<file path="src/hdl/scd_pkg.sv">
package scd_pkg;

  localparam int unsigned CLOCK_PERIOD_NS = 4;
  localparam int unsigned APB_ADDR_W = 12;

  // Printed offsets are indices; byte address is four times the index
  localparam logic [7:0] CTRL0_INDEX = 8'hE0;
  localparam logic [7:0] CTRL1_INDEX = 8'hE1;
  localparam logic [11:0] CTRL0_ADDR = {2'h0, CTRL0_INDEX, 2'h0};
  localparam logic [11:0] CTRL1_ADDR = {2'h0, CTRL1_INDEX, 2'h0};
  localparam logic [7:0] CTRL0_RESET = 8'h00;
  localparam logic [7:0] CTRL1_RESET = 8'h00;

  // Control register zero fields
  localparam int unsigned CPU_RATE_LSB = 0;
  localparam int unsigned SLEEP_LSB = 3;
  localparam int unsigned RESERVED_BIT = 5;
  localparam int unsigned PLL_BIT = 6;
  localparam int unsigned SOURCE_SEL_BIT = 7;
  // Control register one fields
  localparam int unsigned DIV2_LSB = 0;
  localparam int unsigned DIV1_LSB = 4;

  // Log2 of CPU divide ratio relative to the half-rate clock, per code
  localparam logic [7:0][3:0] CPU_LOG2 = {4'h8, 4'h7, 4'h5, 4'h4, 4'h0, 4'h1, 4'h2, 4'h3};
  // Log2 of sleep divide ratio relative to the low-speed clock, per code
  localparam logic [3:0][3:0] SLEEP_LOG2 = {4'hF, 4'hC, 4'h9, 4'h6};

  localparam int unsigned CRYSTAL_HZ = 32768;
  localparam int unsigned PLL_NOMINAL_HZ = 23986176;
  localparam logic [9:0] PLL_LOCK_RATIO = 10'(PLL_NOMINAL_HZ / CRYSTAL_HZ);

  typedef struct packed {
    logic fast;
    logic half_rate;
    logic first_var;
    logic second_var;
    logic cpu;
    logic sleep;
  } scd_ticks_t;

endpackage

</file>
<file path="src/hdl/scd_clock_divider.sv">
// Our own choice: register access over APB.
`timescale 1ns/10ps
// The block clock stands in for the main oscillator. Every divided clock
// leaves as a one-cycle enable strobe, so no divided net ever drives a clock pin.
module scd_clock_divider
  import scd_pkg::*;
(
  // Clock and reset
  input wire logic clock,
  input wire logic rst,
  input wire logic clock_en,
  // APB slave
  input wire logic psel,
  input wire logic penable,
  input wire logic pwrite,
  input wire logic [APB_ADDR_W-1:0] paddr,
  input wire logic [31:0] pwdata,
  output logic [31:0] prdata,
  output logic pready,
  output logic pslverr,
  // Low-speed oscillator pins
  input wire logic internal_low_speed_osc,
  input wire logic crystal_osc,
  // Derived clock strobes and oscillator control
  output scd_ticks_t ticks,
  output logic low_speed_clock,
  output logic pll_enable,
  output logic [9:0] pll_lock_ratio
);

  logic [7:0] oscillator_control_zero;
  logic [7:0] oscillator_control_one;
  logic wr_access;
  logic rd_setup;
  logic hit0;
  logic hit1;

  logic half_phase;
  logic half_tick;
  logic [3:0] div1_cnt;
  logic [3:0] div2_cnt;
  logic tick1_now;
  logic tick2_now;
  logic [2:0] cpu_code;
  logic [7:0] cpu_cnt;
  logic [7:0] cpu_mask;
  logic cpu_tick_now;

  logic [2:0] ilo_sync;
  logic [2:0] xtal_sync;
  logic ilo_level;
  logic xtal_level;
  logic low_prev;
  logic low_rise;
  logic [1:0] sleep_code;
  logic [14:0] sleep_cnt;
  logic [14:0] sleep_mask;
  logic sleep_tick_now;

  // Register access
  assign hit0 = (paddr == CTRL0_ADDR);
  assign hit1 = (paddr == CTRL1_ADDR);
  assign wr_access = clock_en && psel && penable && pwrite;
  assign rd_setup = clock_en && psel && !penable && !pwrite;
  // Zero wait states; a frozen block holds the bus until it runs again
  assign pready = clock_en;
  assign pslverr = psel && penable && !(hit0 || hit1);

  always_ff @(posedge clock or posedge rst) begin
    if (rst) begin
      oscillator_control_zero <= CTRL0_RESET;
    end else if (wr_access && hit0) begin
      // Takes effect at the completing edge, no deferral
      oscillator_control_zero <= pwdata[7:0];
    end
  end

  always_ff @(posedge clock or posedge rst) begin
    if (rst) begin
      oscillator_control_one <= CTRL1_RESET;
    end else if (wr_access && hit1) begin
      oscillator_control_one <= pwdata[7:0];
    end
  end

  // Read data is captured in the setup cycle so it leaves from flip-flops
  always_ff @(posedge clock or posedge rst) begin
    if (rst) begin
      prdata <= 32'h0000_0000;
    end else if (rd_setup) begin
      if (hit0) begin
        prdata <= {24'h00_0000, oscillator_control_zero};
      end else if (hit1) begin
        prdata <= {24'h00_0000, oscillator_control_one};
      end else begin
        prdata <= 32'h0000_0000;
      end
    end
  end

  // PLL control; bit 5 is plain storage with no effect
  always_ff @(posedge clock or posedge rst) begin
    if (rst) begin
      pll_enable <= 1'b0;
      pll_lock_ratio <= 10'h000;
    end else if (clock_en) begin
      pll_enable <= oscillator_control_zero[PLL_BIT];
      // Oscillator is steered to this multiple of the crystal while enabled
      pll_lock_ratio <= oscillator_control_zero[PLL_BIT] ? PLL_LOCK_RATIO : 10'h000;
    end
  end

  // Half-rate phase
  always_ff @(posedge clock or posedge rst) begin
    if (rst) begin
      half_phase <= 1'b0;
    end else if (clock_en) begin
      half_phase <= !half_phase;
    end
  end

  assign half_tick = clock_en && half_phase;

  // First variable divider. Wrap on >= so a smaller N never runs past it.
  assign tick1_now = half_tick && (div1_cnt >= oscillator_control_one[DIV1_LSB +: 4]);

  always_ff @(posedge clock or posedge rst) begin
    if (rst) begin
      div1_cnt <= 4'h0;
    end else if (tick1_now) begin
      div1_cnt <= 4'h0;
    end else if (half_tick) begin
      div1_cnt <= div1_cnt + 4'h1;
    end
  end

  // Second variable divider runs on first variable strobes
  assign tick2_now = tick1_now && (div2_cnt >= oscillator_control_one[DIV2_LSB +: 4]);

  always_ff @(posedge clock or posedge rst) begin
    if (rst) begin
      div2_cnt <= 4'h0;
    end else if (tick2_now) begin
      div2_cnt <= 4'h0;
    end else if (tick1_now) begin
      div2_cnt <= div2_cnt + 4'h1;
    end
  end

  // CPU divider: a free-running count masked by the selected ratio. A new
  // code only changes which strobes pass, so no short or runt period appears.
  assign cpu_code = oscillator_control_zero[CPU_RATE_LSB +: 3];
  assign cpu_mask = 8'((9'h001 << CPU_LOG2[cpu_code]) - 9'h001);
  assign cpu_tick_now = half_tick && ((cpu_cnt & cpu_mask) == cpu_mask);

  always_ff @(posedge clock or posedge rst) begin
    if (rst) begin
      cpu_cnt <= 8'h00;
    end else if (half_tick) begin
      cpu_cnt <= cpu_cnt + 8'h01;
    end
  end

  // Low-speed pins: three stages, a level counts once stages two and three agree
  always_ff @(posedge clock or posedge rst) begin
    if (rst) begin
      ilo_sync <= 3'h0;
      xtal_sync <= 3'h0;
    end else if (clock_en) begin
      ilo_sync <= {ilo_sync[1:0], internal_low_speed_osc};
      xtal_sync <= {xtal_sync[1:0], crystal_osc};
    end
  end

  always_ff @(posedge clock or posedge rst) begin
    if (rst) begin
      ilo_level <= 1'b0;
      xtal_level <= 1'b0;
    end else if (clock_en) begin
      if (ilo_sync[1] == ilo_sync[2]) begin
        ilo_level <= ilo_sync[2];
      end
      if (xtal_sync[1] == xtal_sync[2]) begin
        xtal_level <= xtal_sync[2];
      end
    end
  end

  // Source mux; a switch may cut a period short, which software tolerates
  always_ff @(posedge clock or posedge rst) begin
    if (rst) begin
      low_speed_clock <= 1'b0;
      low_prev <= 1'b0;
    end else if (clock_en) begin
      low_speed_clock <= oscillator_control_zero[SOURCE_SEL_BIT] ? xtal_level : ilo_level;
      low_prev <= low_speed_clock;
    end
  end

  assign low_rise = clock_en && low_speed_clock && !low_prev;

  // Sleep divider counts low-speed rising edges
  assign sleep_code = oscillator_control_zero[SLEEP_LSB +: 2];
  assign sleep_mask = 15'((16'h0001 << SLEEP_LOG2[sleep_code]) - 16'h0001);
  assign sleep_tick_now = low_rise && ((sleep_cnt & sleep_mask) == sleep_mask);

  always_ff @(posedge clock or posedge rst) begin
    if (rst) begin
      sleep_cnt <= 15'h0000;
    end else if (low_rise) begin
      sleep_cnt <= sleep_cnt + 15'h0001;
    end
  end

  // Registered strobes
  always_ff @(posedge clock or posedge rst) begin
    if (rst) begin
      ticks <= '0;
    end else if (clock_en) begin
      ticks.fast <= 1'b1;
      ticks.half_rate <= half_tick;
      ticks.first_var <= tick1_now;
      ticks.second_var <= tick2_now;
      ticks.cpu <= cpu_tick_now;
      ticks.sleep <= sleep_tick_now;
    end
  end
endmodule

</file>
<file path="config.mk">
export PLATFORM = sky130hd
export DESIGN_NAME = scd_clock_divider
export DESIGN_NICKNAME = d
export VERILOG_FILES = /design/src/hdl/scd_pkg.sv /design/src/hdl/scd_clock_divider.sv
export SDC_FILE = /design/constraint.sdc
export NUM_CORES = 1
export LEC_CHECK = 0
export ABC_AREA = 1
export BUFFER_PORTS_ARGS = -buffer_cell sky130_fd_sc_hd__buf_2
export CAP_MARGIN = 25
export CORE_ASPECT_RATIO = 2
export CORE_MARGIN = 1
export CORE_UTILIZATION = 50
export DETAILED_ROUTE_END_ITERATION = 12
export PLACE_DENSITY = 0.76
export SLEW_MARGIN = 15
export SYNTH_ARGS = -nofsm -noshare
export SYNTH_HDL_FRONTEND = slang
export SYNTH_SLANG_ARGS = --single-unit
export TNS_END_PERCENT = 5
</file>
<file path="constraint.sdc">
create_clock -name clock -period 2.4 [get_ports clock]
set_input_delay 0.12 -clock clock [delete_from_list [all_inputs] [get_ports clock]]
set_output_delay 0.12 -clock clock [all_outputs]
set_load 0.1 [all_outputs]
</file>
==> metrics <==
GPL Wtd Cong 0.928; Multi-input gate area 1890 um2; Reg2Reg Capture Point ticks[1]$_DFFE_PP0P_; GRT Total Usage 21.9%; CORE AREA 7940 um2; number of fill cells in the layout 744; vias in the first global route 3106; Crit Path Category reg -> reg; Die Footprint 8630 um2; first-pass GRT wire length 14.1 mm; Max Cap Violations 0; FF/Latch Area 1830 um2; WP data arrival 1.96 ns; Crit. End Element flip-flop; final antenna diode count 0; Startpoint Class flip-flop; number of buffers created by CTS 9; Final nets 614; ratio of cells with drive above 1 in the final layout 17.8%; hold depth 3; final setup violation count 0; Final period util 71.2%; Fin Setup TNS 0 ns; CTS tree done; drt initial violations 228; Pleak 0.00256 uW; H-tree depth 3; total grt overflow 0; R2R Path Start oscillator_control_zero[1]$_DFFE_PP0P_; sequential share of the synthesized area 44.3%; clk_skew 0.00586 ns; Slew HR 63.9%; combinational power share 22.8%; Final HPWL DP 6.29 mm; fmax 0.585 GHz; power per cell area 773 nW/um2; initial antenna violation count 0; Worst Hold End oscillator_control_one[5]$_DFFE_PP0P_; Cell Count, Final, Fillers Out 646; worst r2r path cells 11; I/O Buffers 51; Clock Sinks 73; area share of the largest cell type after synthesis 44.3%; Routed wire per std cell 13.1 um; Ys Warns 0; #FFs+latches synth 73; Slew Viols, Final 0; First-pass DRT Iterations 4; hold path startpoint pwdata[5]; row count 46; Design Power 3560 uW; Netlist Area Pre-Place 4120 um2; Max clock buf depth 2; clk root buf clkbuf_16; crit-path max FO 7; synth top area cells dfrtp_1, nand2_1, buf_4, ha_1, inv_1; clock share of power 33.5%; Seq pwr share 43.7%; Avg Cell Area, Syn 8.37 um2; clock slew seen by the registers of the worst setup and hold paths 0.05 ns; area leader, netlist dfrtp_1; Cells after Synth 492; Internal 2350 uW; switching share of power 33.9%; Die Ht 130 um; run status complete, no violations; Area Growth Syn to Fin 11.8%; initial core utilization 51.9%; worst reg2reg setup slack 0.69 ns; largest net degree at the start of global routing 74; final hold viol count 0; worst-margin pin slew 0.539 ns; I/O Pins 104; Die Width 66.2 um; CP required 2.65 ns; via count 3240; Via density 5.02; worst vdd ir 0.466 mV; fin crit period 1.71 ns; Hold Path Class in -> reg; Net Switching 1210 uW; post-route ant nets 0; Unique masters post-synth 40; final WL 8.47 mm; placed insts 628; # DRC 0; Clock Latency Late Sink 0.33 ns; RSZ-0062 raised after global routing no
## layout make-up
| cell class | count | share of cell area, % |
|---|---|---|
| Timing Repair Buffer | 58 | 7.12 |
| Tap cell | 96 | 2.61 |
| Clock buffer | 15 | 5.59 |
| Inverter | 49 | 3.99 |
| Sequential cell | 73 | 39.7 |
| Multi-Input combinational cell | 355 | 41.0 |
## registers in the layout, indices dropped and copies added (netlist names)
register / count
ilo_sync: 3
half_phase: 1
ilo_level: 1
ticks: 6
cpu_cnt: 8
oscillator_control_zero: 8
pll_lock_ratio: 1
div2_cnt: 4
sleep_cnt: 15
low_speed_clock: 1
xtal_level: 1
oscillator_control_one: 8
low_prev: 1
div1_cnt: 4
xtal_sync: 3
prdata: 8
## per-stage QoR
step	cell area [um2]	hold slack (ns)	setup slack, ns	util, %
floorplan	4230	0.229	0.427	-
detailed placement	4320	0.233	0.734	54.4
global placement	4320	0.229	0.780	54.4
CTS	4610	0.00788	0.718	58.0
finish	4610	0.0185	0.692	58.0
global route	4610	0.0154	0.495	58.0
## cells by family (layout without fill, tap and decap cells)
| logic type | count (synthesis) | in the layout | share of synthesized area (%) |
|---|---|---|---|
| buf+inv | 91 | 122 | 12.4 |
| compound gates | 32 | 32 | 4.49 |
| fa+ha+maj | 16 | 16 | 4.86 |
| flops | 73 | 73 | 44.3 |
| mux | 2 | 2 | 0.516 |
| xor+xnor | 21 | 21 | 4.46 |
| simple gates | 256 | 256 | 28.9 |
| other cells | 1 | 28 | 0.0910 |
## layer usage
metal	GRT usage (%)	routed length, um
met5	0	0
met4	10.9	276
met3	4.77	275
met2	39.7	4650
met1	23.1	3270
## worst max-delay path by stage
stage | depth (start not counted) | end | start
after floorplan | 1 | cpu_cnt[0]$_DFFE_PP0P_ | rst
after global placement | 8 | div2_cnt[0]$_DFFE_PP0P_ | div1_cnt[1]$_DFFE_PP0P_
after detailed placement | 8 | div2_cnt[0]$_DFFE_PP0P_ | div1_cnt[1]$_DFFE_PP0P_
after CTS | 7 | ticks[2]$_DFFE_PP0P_ | div1_cnt[1]$_DFFE_PP0P_
after global routing | 11 | ticks[1]$_DFFE_PP0P_ | oscillator_control_zero[1]$_DFFE_PP0P_
final | 11 | ticks[1]$_DFFE_PP0P_ | oscillator_control_zero[1]$_DFFE_PP0P_
## what timing repair did
item / 4_1_cts / 5_1_grt
buffers inserted: 0 / 0
hold endpoints to repair: 75 / 0
hold buffers: 3 / 0
gates resized for setup: 0 / 0
## cell usage in the layout (no fill, tap or decap), drive strengths merged
cell	count
dfrtp	73
o21bai	2
a21boi	1
xnor2	8
xor2	13
nand2	163
conb	28
nand3	35
clkinv	1
dlygate4sd3	3
nor3b	1
mux2	1
a21oi	5
or2	1
inv	48
nand3b	4
o21a	1
buf	55
nor2	37
ha	16
mux2i	1
nor3	6
o2111ai	1
clkbuf	15
nand4	9
o21ai	22
## critical path, stage by stage (launching register included)
cell and delay [ns]:
dfrtp_1 0.49, inv_1 0.09, nor2_1 0.18, nand2_1 0.09, ha_1 0.21, inv_1 0.08, nor2_1 0.08, inv_1 0.08
nand2_1 0.06, nand3_1 0.06, nand2_1 0.05, o21ai_0 0.15
## Yosys cell counts, drive strengths merged
library cell    n
a21oi           5
xnor2           8
o21a            1
xor2           13
inv            48
mux2            1
dfrtp          73
o2111ai         1
clkinv          1
nand2         163
nor3            6
o21ai          22
nand3b          4
o21bai          2
nand3          35
conb            1
or2             1
clkbuf          2
nor2           37
buf            40
nand4           9
a21boi          1
ha             16
mux2i           1
nor3b           1
## power groups by stage
stage,Sequential (uW),Clock (uW),Combinational [uW]
detailed placement,1580,0,811
floorplan,1620,0,630
global placement,1570,0,784
CTS,1560,1210,819
finish,1560,1190,812
global route,1580,1280,904
Note: power is estimated with default switching activity, not from simulation.
